**src/prescaler_pkg.sv**
```systemverilog
package prescaler_pkg;

  // ---------------------------------------------------------------
  // Counter widths and reset values
  // ---------------------------------------------------------------
  localparam int          SYS_W         = 13;
  localparam int          SUB_W         = 5;
  localparam logic [12:0] SYS_RST       = 13'h0000;
  localparam logic [4:0]  SUB_RST       = 5'h00;

  // ---------------------------------------------------------------
  // Watch clock front divider (divide by four)
  // ---------------------------------------------------------------
  localparam int          WDIV_W        = 2;
  localparam logic [1:0]  WDIV_RST      = 2'h0;
  localparam logic [1:0]  WDIV_LAST     = 2'h3;

  // ---------------------------------------------------------------
  // Medium-speed input divider, terminal counts (ratio minus one)
  // ---------------------------------------------------------------
  localparam int          MSDIV_W       = 7;
  localparam logic [6:0]  MSDIV_RST     = 7'h00;
  localparam logic [6:0]  ACT_DIV16     = 7'h0f;
  localparam logic [6:0]  ACT_DIV32     = 7'h1f;
  localparam logic [6:0]  ACT_DIV64     = 7'h3f;
  localparam logic [6:0]  ACT_DIV128    = 7'h7f;
  localparam logic [6:0]  SLP_DIV8      = 7'h07;
  localparam logic [6:0]  SLP_DIV16     = 7'h0f;
  localparam logic [6:0]  SLP_DIV32     = 7'h1f;
  localparam logic [6:0]  SLP_DIV64     = 7'h3f;

  // ---------------------------------------------------------------
  // Peripheral tap selection
  // ---------------------------------------------------------------
  localparam int          NUM_PERIPH    = 10;
  localparam int          TAP_SEL_W     = 5;
  localparam int          WATCH_TAPS    = 8;
  localparam int          NUM_TAPS      = 21;
  localparam logic [4:0]  TAP_SEL_LAST  = 5'h14;
  localparam int          TA_SEL_W      = 3;
  localparam logic [2:0]  TA_SEL_LAST   = 3'h4;

  // ---------------------------------------------------------------
  // Timer A mode register clear-select bit positions
  // ---------------------------------------------------------------
  localparam int          TMA_CLKSRC_BIT3 = 3;
  localparam int          TMA_CLKSRC_BIT2 = 2;

  // ---------------------------------------------------------------
  // Power modes
  // ---------------------------------------------------------------
  typedef enum logic [7:0] {
    MODE_ACTIVE_HS = 8'h01,
    MODE_ACTIVE_MS = 8'h02,
    MODE_SLEEP_HS  = 8'h04,
    MODE_SLEEP_MS  = 8'h08,
    MODE_WATCH     = 8'h10,
    MODE_SUBACTIVE = 8'h20,
    MODE_SUBSLEEP  = 8'h40,
    MODE_STANDBY   = 8'h80
  } power_mode_t;

endpackage

```
**src/sync_2ff.sv**
```systemverilog
`timescale 1ns/10ps
module sync_2ff (
  input  wire logic i_core_clk,
  input  wire logic i_reset,
  input  wire logic i_clk_en,
  input  wire logic i_async,
  output logic      o_sync
);

  // ---------------------------------------------------------------
  // Two-stage synchroniser
  // ---------------------------------------------------------------
  logic meta_r;

  always_ff @(posedge i_core_clk or posedge i_reset) begin
    if (i_reset) begin
      meta_r <= 1'b0;
      o_sync <= 1'b0;
    end else if (i_clk_en) begin
      meta_r <= i_async;
      o_sync <= meta_r;
    end
  end

endmodule

```
**src/up_counter.sv**
```systemverilog
`timescale 1ns/10ps
module up_counter #(
  parameter int              WIDTH = 8,
  parameter logic [WIDTH-1:0] RST  = '0
) (
  input  wire logic             i_core_clk,
  input  wire logic             i_reset,
  input  wire logic             i_clk_en,
  input  wire logic             i_clear,
  input  wire logic             i_inc,
  output logic [WIDTH-1:0]      o_count
);

  // ---------------------------------------------------------------
  // Binary up-counter, clear wins over increment
  // ---------------------------------------------------------------
  logic [WIDTH-1:0] count_nxt;

  assign count_nxt = i_clear ? RST
                   : (i_inc ? WIDTH'(o_count + 1'b1) : o_count);

  always_ff @(posedge i_core_clk or posedge i_reset) begin
    if (i_reset) begin
      o_count <= RST;
    end else if (i_clk_en) begin
      o_count <= count_nxt;
    end
  end

endmodule

```
**src/dual_clock_prescalers.sv**
```systemverilog
`timescale 1ns/10ps
// Behaviour
// - System prescaler: 13-bit counter, one per period
// - Reset clears system prescaler, counts after release
// - Watch, subactive, subsleep and standby modes stop and clear system prescaler
// - No processor access to system prescaler
// - Shared taps, each peripheral selects its own
// - Active medium-speed input is osc/16..osc/128
// - Medium sleep peripherals at clock/8..clock/64
// - Subclock prescaler: 5-bit counter on watch/4
// - Reset clears subclock prescaler, counts after release
// - Subclock prescaler runs in all low-power modes
// - Both clear-select bits written one clear it
// - Subclock taps offered to timer A as clock
// - Taps: clock/2..8192, watch/1..128
module dual_clock_prescalers (
  input  wire logic                      i_core_clk,
  input  wire logic                      i_reset,
  input  wire logic                      i_clk_en,
  input  prescaler_pkg::power_mode_t     i_power_mode,
  input  wire logic [1:0]                i_ms_div_sel,
  input  wire logic                      i_watch_clk,
  input  wire logic                      i_tma_wr,
  input  wire logic [7:0]                i_tma_wdata,
  input  wire logic [2:0]                i_timer_a_tb_sel,
  input  wire logic [49:0]               i_periph_tap_sel,
  output logic [12:0]                    o_sys_taps,
  output logic [7:0]                     o_watch_taps,
  output logic [9:0]                     o_periph_clk_en,
  output logic                           o_timer_a_clk_en
);

  // ---------------------------------------------------------------
  // Power mode capture
  // ---------------------------------------------------------------
  prescaler_pkg::power_mode_t mode_r;
  logic                       sys_freeze;
  logic                       ms_active;
  logic                       ms_sleep;

  always_ff @(posedge i_core_clk or posedge i_reset) begin
    if (i_reset) begin
      mode_r <= prescaler_pkg::MODE_ACTIVE_HS;
    end else if (i_clk_en) begin
      mode_r <= i_power_mode;
    end
  end

  always_comb begin
    sys_freeze = 1'b0;
    ms_active  = 1'b0;
    ms_sleep   = 1'b0;
    unique case (mode_r)
      prescaler_pkg::MODE_ACTIVE_HS: begin
        sys_freeze = 1'b0;
      end
      prescaler_pkg::MODE_SLEEP_HS: begin
        sys_freeze = 1'b0;
      end
      prescaler_pkg::MODE_ACTIVE_MS: begin
        ms_active = 1'b1;
      end
      prescaler_pkg::MODE_SLEEP_MS: begin
        ms_sleep = 1'b1;
      end
      prescaler_pkg::MODE_WATCH,
      prescaler_pkg::MODE_SUBACTIVE,
      prescaler_pkg::MODE_SUBSLEEP,
      prescaler_pkg::MODE_STANDBY: begin
        sys_freeze = 1'b1;
      end
      default: begin
        sys_freeze = 1'b1;
      end
    endcase
  end

  // ---------------------------------------------------------------
  // Medium-speed input divider
  // ---------------------------------------------------------------
  logic [6:0] ms_cnt_r;
  logic [6:0] ms_cnt_nxt;
  logic [6:0] ms_last;
  logic [6:0] act_last;
  logic [6:0] slp_last;
  logic       ms_mode;
  logic       ms_tick;
  logic       sys_inc;

  assign act_last = (i_ms_div_sel == 2'h0) ? prescaler_pkg::ACT_DIV16
                  : (i_ms_div_sel == 2'h1) ? prescaler_pkg::ACT_DIV32
                  : (i_ms_div_sel == 2'h2) ? prescaler_pkg::ACT_DIV64
                  :                          prescaler_pkg::ACT_DIV128;
  assign slp_last = (i_ms_div_sel == 2'h0) ? prescaler_pkg::SLP_DIV8
                  : (i_ms_div_sel == 2'h1) ? prescaler_pkg::SLP_DIV16
                  : (i_ms_div_sel == 2'h2) ? prescaler_pkg::SLP_DIV32
                  :                          prescaler_pkg::SLP_DIV64;
  assign ms_last  = ms_sleep ? slp_last : act_last;
  assign ms_mode  = ms_active | ms_sleep;
  assign ms_tick  = ms_mode & (ms_cnt_r >= ms_last);
  assign ms_cnt_nxt = (!ms_mode || ms_tick) ? prescaler_pkg::MSDIV_RST
                    : 7'(ms_cnt_r + 1'b1);
  assign sys_inc  = !sys_freeze && (!ms_mode || ms_tick);

  always_ff @(posedge i_core_clk or posedge i_reset) begin
    if (i_reset) begin
      ms_cnt_r <= prescaler_pkg::MSDIV_RST;
    end else if (i_clk_en) begin
      ms_cnt_r <= ms_cnt_nxt;
    end
  end

  // ---------------------------------------------------------------
  // System-clock prescaler
  // ---------------------------------------------------------------
  // Count has no path to any processor port
  up_counter #(
    .WIDTH (prescaler_pkg::SYS_W),
    .RST   (prescaler_pkg::SYS_RST)
  ) u_sysclk_prescaler (
    .i_core_clk (i_core_clk),
    .i_reset    (i_reset),
    .i_clk_en   (i_clk_en),
    .i_clear    (sys_freeze),
    .i_inc      (sys_inc),
    .o_count    (o_sys_taps)
  );

  // ---------------------------------------------------------------
  // Watch clock synchroniser and divide by four
  // ---------------------------------------------------------------
  logic       watch_s;
  logic       watch_d_r;
  logic       watch_rise;
  logic [1:0] wdiv_r;
  logic [1:0] wdiv_nxt;
  logic       sub_inc;

  sync_2ff u_watch_sync (
    .i_core_clk (i_core_clk),
    .i_reset    (i_reset),
    .i_clk_en   (i_clk_en),
    .i_async    (i_watch_clk),
    .o_sync     (watch_s)
  );

  assign watch_rise = watch_s & ~watch_d_r;
  assign wdiv_nxt   = watch_rise ? 2'(wdiv_r + 1'b1) : wdiv_r;
  assign sub_inc    = watch_rise && (wdiv_r == prescaler_pkg::WDIV_LAST);

  always_ff @(posedge i_core_clk or posedge i_reset) begin
    if (i_reset) begin
      watch_d_r <= 1'b0;
      wdiv_r    <= prescaler_pkg::WDIV_RST;
    end else if (i_clk_en) begin
      watch_d_r <= watch_s;
      wdiv_r    <= wdiv_nxt;
    end
  end

  // ---------------------------------------------------------------
  // Subclock prescaler
  // ---------------------------------------------------------------
  logic [4:0] sub_cnt;
  logic       sub_clear;

  assign sub_clear = i_tma_wr
                   & i_tma_wdata[prescaler_pkg::TMA_CLKSRC_BIT3]
                   & i_tma_wdata[prescaler_pkg::TMA_CLKSRC_BIT2];

  // Not gated by the power mode
  up_counter #(
    .WIDTH (prescaler_pkg::SUB_W),
    .RST   (prescaler_pkg::SUB_RST)
  ) u_subclk_prescaler (
    .i_core_clk (i_core_clk),
    .i_reset    (i_reset),
    .i_clk_en   (i_clk_en),
    .i_clear    (sub_clear),
    .i_inc      (sub_inc),
    .o_count    (sub_cnt)
  );

  // Watch taps: undivided, /2, /4, then /8../128 from the counter
  assign o_watch_taps = {sub_cnt, wdiv_r, watch_d_r};

  // ---------------------------------------------------------------
  // Timer A time base
  // ---------------------------------------------------------------
  logic [2:0] ta_sel;
  logic       ta_tap;
  logic       ta_tap_r;

  assign ta_sel = (i_timer_a_tb_sel > prescaler_pkg::TA_SEL_LAST)
                ? prescaler_pkg::TA_SEL_LAST : i_timer_a_tb_sel;
  assign ta_tap = sub_cnt[ta_sel];

  always_ff @(posedge i_core_clk or posedge i_reset) begin
    if (i_reset) begin
      ta_tap_r         <= 1'b0;
      o_timer_a_clk_en <= 1'b0;
    end else if (i_clk_en) begin
      ta_tap_r         <= ta_tap;
      o_timer_a_clk_en <= ta_tap & ~ta_tap_r;
    end
  end

  // ---------------------------------------------------------------
  // Per-peripheral tap selection
  // ---------------------------------------------------------------
  logic [20:0] all_taps;

  assign all_taps = {o_watch_taps, o_sys_taps};

  genvar gi;
  generate
    for (gi = 0; gi < prescaler_pkg::NUM_PERIPH; gi++) begin : g_periph
      logic [4:0] sel;
      logic       tap;
      logic       tap_r;

      assign sel = i_periph_tap_sel[gi*prescaler_pkg::TAP_SEL_W +:
                                    prescaler_pkg::TAP_SEL_W];
      assign tap = (sel > prescaler_pkg::TAP_SEL_LAST) ? 1'b0
                 : all_taps[sel];

      always_ff @(posedge i_core_clk or posedge i_reset) begin
        if (i_reset) begin
          tap_r               <= 1'b0;
          o_periph_clk_en[gi] <= 1'b0;
        end else if (i_clk_en) begin
          tap_r               <= tap;
          o_periph_clk_en[gi] <= tap & ~tap_r;
        end
      end
    end
  endgenerate

endmodule

```
**config.mk**
```make
export PLATFORM = sky130hd
export DESIGN_NAME = dual_clock_prescalers
export DESIGN_NICKNAME = d
export VERILOG_FILES = /design/src/prescaler_pkg.sv /design/src/sync_2ff.sv /design/src/up_counter.sv /design/src/dual_clock_prescalers.sv
export SDC_FILE = /design/constraint.sdc
export NUM_CORES = 1
export LEC_CHECK = 0
export BUFFER_PORTS_ARGS = -buffer_cell sky130_fd_sc_hd__buf_2
export CELL_PAD_IN_SITES_DETAIL_PLACEMENT = 2
export CELL_PAD_IN_SITES_GLOBAL_PLACEMENT = 2
export CORE_UTILIZATION = 34
export DETAILED_ROUTE_END_ITERATION = 10
export PLACE_DENSITY_LB_ADDON = 0.08
export SYNTH_ARGS = -nofsm -noshare
export SYNTH_HDL_FRONTEND = slang
export SYNTH_HIERARCHICAL = 1
export SYNTH_SLANG_ARGS = --single-unit
```
**constraint.sdc**
```tcl
create_clock -name i_core_clk -period 4.25 [get_ports i_core_clk]
set_clock_uncertainty 0.05 [all_clocks]
set_input_delay 0.425 -clock i_core_clk [delete_from_list [all_inputs] [get_ports i_core_clk]]
set_output_delay 0.425 -clock i_core_clk [all_outputs]
set_load 0.1 [all_outputs]
```
==> results by group <==
Run status
  • Status: finished, final reports clean

Power
  • Part of the power in registers: 0.332
  • Clock Power Share: 0.353
  • Combinational share of power: 0.316
  • Max VDD drop: 0.215 mV
  • Total power draw: 2.41 mW
  • Cell Pwr Density: 407 nW/µm²
  • Leakage power: 2.65 nW
  • Sw Share: 0.398
  • Psw: 960 µW
  • Power Internal: 1.45 mW

Clocking
  • # clock sinks: 60
  • CTS resizes: 0
  • Root Buffer: clkbuf_16
  • Clk slew on worst S/H paths: 60 ps
  • Worst skew pair latency: 340 ps
  • Htree depth: 3
  • TritonCTS clock tree: done
  • CTS buffer count: 9
  • Clock buffer depth: 2

Floorplan
  • Die ar.: 15200 µm²
  • Initial Util: 0.346
  • Chip width: 123 µm
  • Rows: 44
  • Boundary pin count: 108
  • Chip Height: 123 µm
  • Core Region: 14500 µm²

Logic synthesis
  • Dominant cell type by area after synthesis: dfrtp_1
  • Post-Synthesis Net Count: 614
  • #FFs+latches synth: 60
  • Largest cells by area after synthesis: dfrtp_1, mux2i_1, mux2_2, mux4_2, o21ai_0
  • Asr flop ratio synth: 1.00
  • EDFF count, synth: 0
  • Synth Cell Area: 5010 µm²
  • Syn Inst Count: 530
  • Synth top area share: 0.294
  • Syn Area/Cell: 9.46 µm²
  • Synth Flop Type: dfrtp_1
  • Yosys warnings: 6
  • Register area share after synthesis: 0.300
  • Synth cell types: 67

Drt
  • Routed vias/inst: 5.90
  • DRT Pass-1 Iters: 4
  • Via count: 4662
  • Drt wl/cell: 22.5 µm
  • # DRC: 0
  • Antenna-violating nets left: 0
  • Starting DRT DRC Count: 149
  • Final WL: 17800 µm

Layout
  • Nets: 685
  • Area Overhead vs Synth: 18.3%
  • Multi-input logic area: 3220 µm²
  • Non-Filler Instances: 790
  • Layout cells sized above 1: 0.290
  • Antenna Cells: 0
  • Fillers: 1621
  • Sequential Area: 1500 µm²

Critical path
  • Setup CP Type: flip-flop to flip-flop
  • CP startpoint kind: flip-flop
  • Crit path max-delay cell type: or4_4
  • Worst EP arrival: 3910 ps
  • Crit path largest cell delay: 570 ps
  • Crit-path max FO: 8
  • Worst path cell trace: or4_4, or4_1, o21ai_0, ha_1, and4_1, a221oi_1, o21ai_2, and3_1, o211ai_2, nor4_1, xnor2_1, nor2_1
  • Worst Setup End Kind: flip-flop
  • Critical path required time: 4410 ps

Timing
  • Final worst path period share: 0.883
  • Fmax: 266 MHz
  • Final Hold Fails: 0
  • Tmin final: 3750 ps
  • Final setup violation count: 0
  • Max-slew violation count: 0
  • RSZ-0062 raised after global routing: false
  • Max-slew headroom: 0.333
  • Worst slew pin tran: 999 ps
  • Setup_tns: 0 ps

Global routing
  • Vias in the first global route: 4909
  • Largest net degree at the start of global routing: 28
  • Tot GR Track Use: 0.243
  • Global-route wire length before repair: 27300 µm
  • Initial antenna violation count: 1
  • Global route overflow: 0

Placed design
  • Final GP Congestion: 0.789
  • HPWL Detailed: 12600 µm
  • Dpl cells: 773
  • IO Port Bufs: 101

Min path
  • Worst hold path class: input pin to flip-flop

Job
  • Max-capacitance violation count: 0
## per-layer routing
layer,up-vias,routed length (µm),global-route usage
met1,2410,7710,0.290
met2,80,9240,0.438
met4,0,263,0.0625
li1,2149,-,-
met5,-,0,0
met3,23,586,0.0540
## logic make-up after synthesis
family | after synthesis | synth area share
mux | 116 | 0.259
buf+inv | 72 | 0.0589
simple gates | 131 | 0.152
fa+ha+maj | 8 | 0.0200
compound gates | 130 | 0.188
flops | 60 | 0.300
xor+xnor | 13 | 0.0227
## Yosys cell counts, drive strengths merged (5+ instances only)
cell     instances
a2111o           5
a21oi           13
a221oi           7
a22o             8
a22oi           12
a31oi            6
buf             14
clkbuf          32
dfrtp           59
ha               8
inv             26
mux2            39
mux2i           70
mux4             7
nand2           25
nand2b           9
nand3           11
nand3b          10
nand4            5
nor2            26
nor2b           10
nor3             6
nor4bb           7
o21ai           30
o22ai            7
o2bb2ai         13
o31ai            5
xnor2            9
## state kept, by name (all words and copies together), names as in the netlist
register and count:
g_periph.tap_r 10, mode_r 8, ms_cnt_r 7, o_periph_clk_en 10, o_timer_a_clk_en 1, ta_tap_r 1
u_subclk_prescaler/o_count 5, u_sysclk_prescaler/o_count 13, u_watch_sync/meta_r 1, u_watch_sync/o_sync 1, watch_d_r 1, wdiv_r 2
## critical path, delay by kind of cell, from the launching register on
| kind | cells | cell delay [ps] |
|---|---|---|
| AOI/OAI and AO/OA | 4 | 1020 |
| xor gates and xnor gates | 1 | 150 |
| adders and majority gates | 1 | 280 |
| DFF | 1 | 400 |
| and+or+nand+nor | 6 | 1710 |
## worst paths after layout
check | startpoint | endpoint | slack (ps) | cells after the start
worst max register to register | mode_r[7]$_DFFE_PP0P_ | u_sysclk_prescaler/o_count[11]$_DFFE_PP0P_ | 500 | 12
worst max-delay path | mode_r[7]$_DFFE_PP0P_ | u_sysclk_prescaler/o_count[11]$_DFFE_PP0P_ | 500 | 12
worst min-delay path | i_power_mode[1] | mode_r[1]$_DFFE_PP0P_ | 260 | 2
max in group asynchronous | i_reset | mode_r[0]$_DFFE_PP1P_ | 2610 | 4
worst min register to register | g_periph[2].tap_r$_DFFE_PP0P_ | o_periph_clk_en[2]$_DFFE_PP0P_ | 380 | 1
min in group asynchronous | i_reset | u_watch_sync/meta_r$_DFFE_PP0P_ | 480 | 3
## metrics by stage
step	area (µm²)	utilization	setup slack [ps]	hold slack, ps
2_1_floorplan	5010	-	773	116
3_3_place_gp	5580	0.386	638	271
3_5_place_dp	5580	0.386	501	279
4_1_cts	5930	0.410	487	252
5_1_grt	5930	0.410	265	258
6_report	5930	0.410	497	264
## cell type report
cell class	count	share of cell area
inverters	26	0.0164
multi-input cells	398	0.542
repair buffers	106	0.0919
flip-flops and latches	60	0.253
clock inverters	7	0.0194
clock buffers	9	0.0380
well taps	184	0.0388
## what timing repair did
action,in CTS,in global routing
endpoints found under the hold margin,7,0
buffers inserted,0,0
hold buffers,1,0
## power by group through the flow
stage / Combinational, mW / Sequential, mW / Clock [mW]
global placement: 0.738 / 0.806 / 0
floorplan: 0.390 / 0.958 / 0
finish: 0.762 / 0.801 / 0.852
CTS: 0.769 / 0.800 / 0.874
global route: 0.814 / 0.810 / 0.894
detailed placement: 0.761 / 0.811 / 0
## cells in the final DEF (no fill, tap or decap), drive strengths merged, types with 4 or more instances in the layout
cell	synthesis	final
nor4bb	7	7
a21oi	13	13
a221oi	7	7
o2bb2ai	13	13
xnor2	9	9
nand3	11	11
o22ai	7	7
mux2	39	39
ha	8	8
nor2	26	26
clkbuf	32	9
o31ai	5	5
a22oi	12	12
nand2	25	25
or4	4	4
o32ai	4	4
buf	14	105
nand3b	10	10
nor2b	10	10
nand4	5	5
a31oi	6	6
mux2i	70	70
nand2b	9	9
and2	4	4
inv	26	25
mux4	7	7
nor4	4	4
a2111o	5	5
dfrtp	59	59
a22o	8	8
o21ai	30	30
nor3	6	6
xor2	4	4
Note: power is estimated with default switching activity, not from simulation.
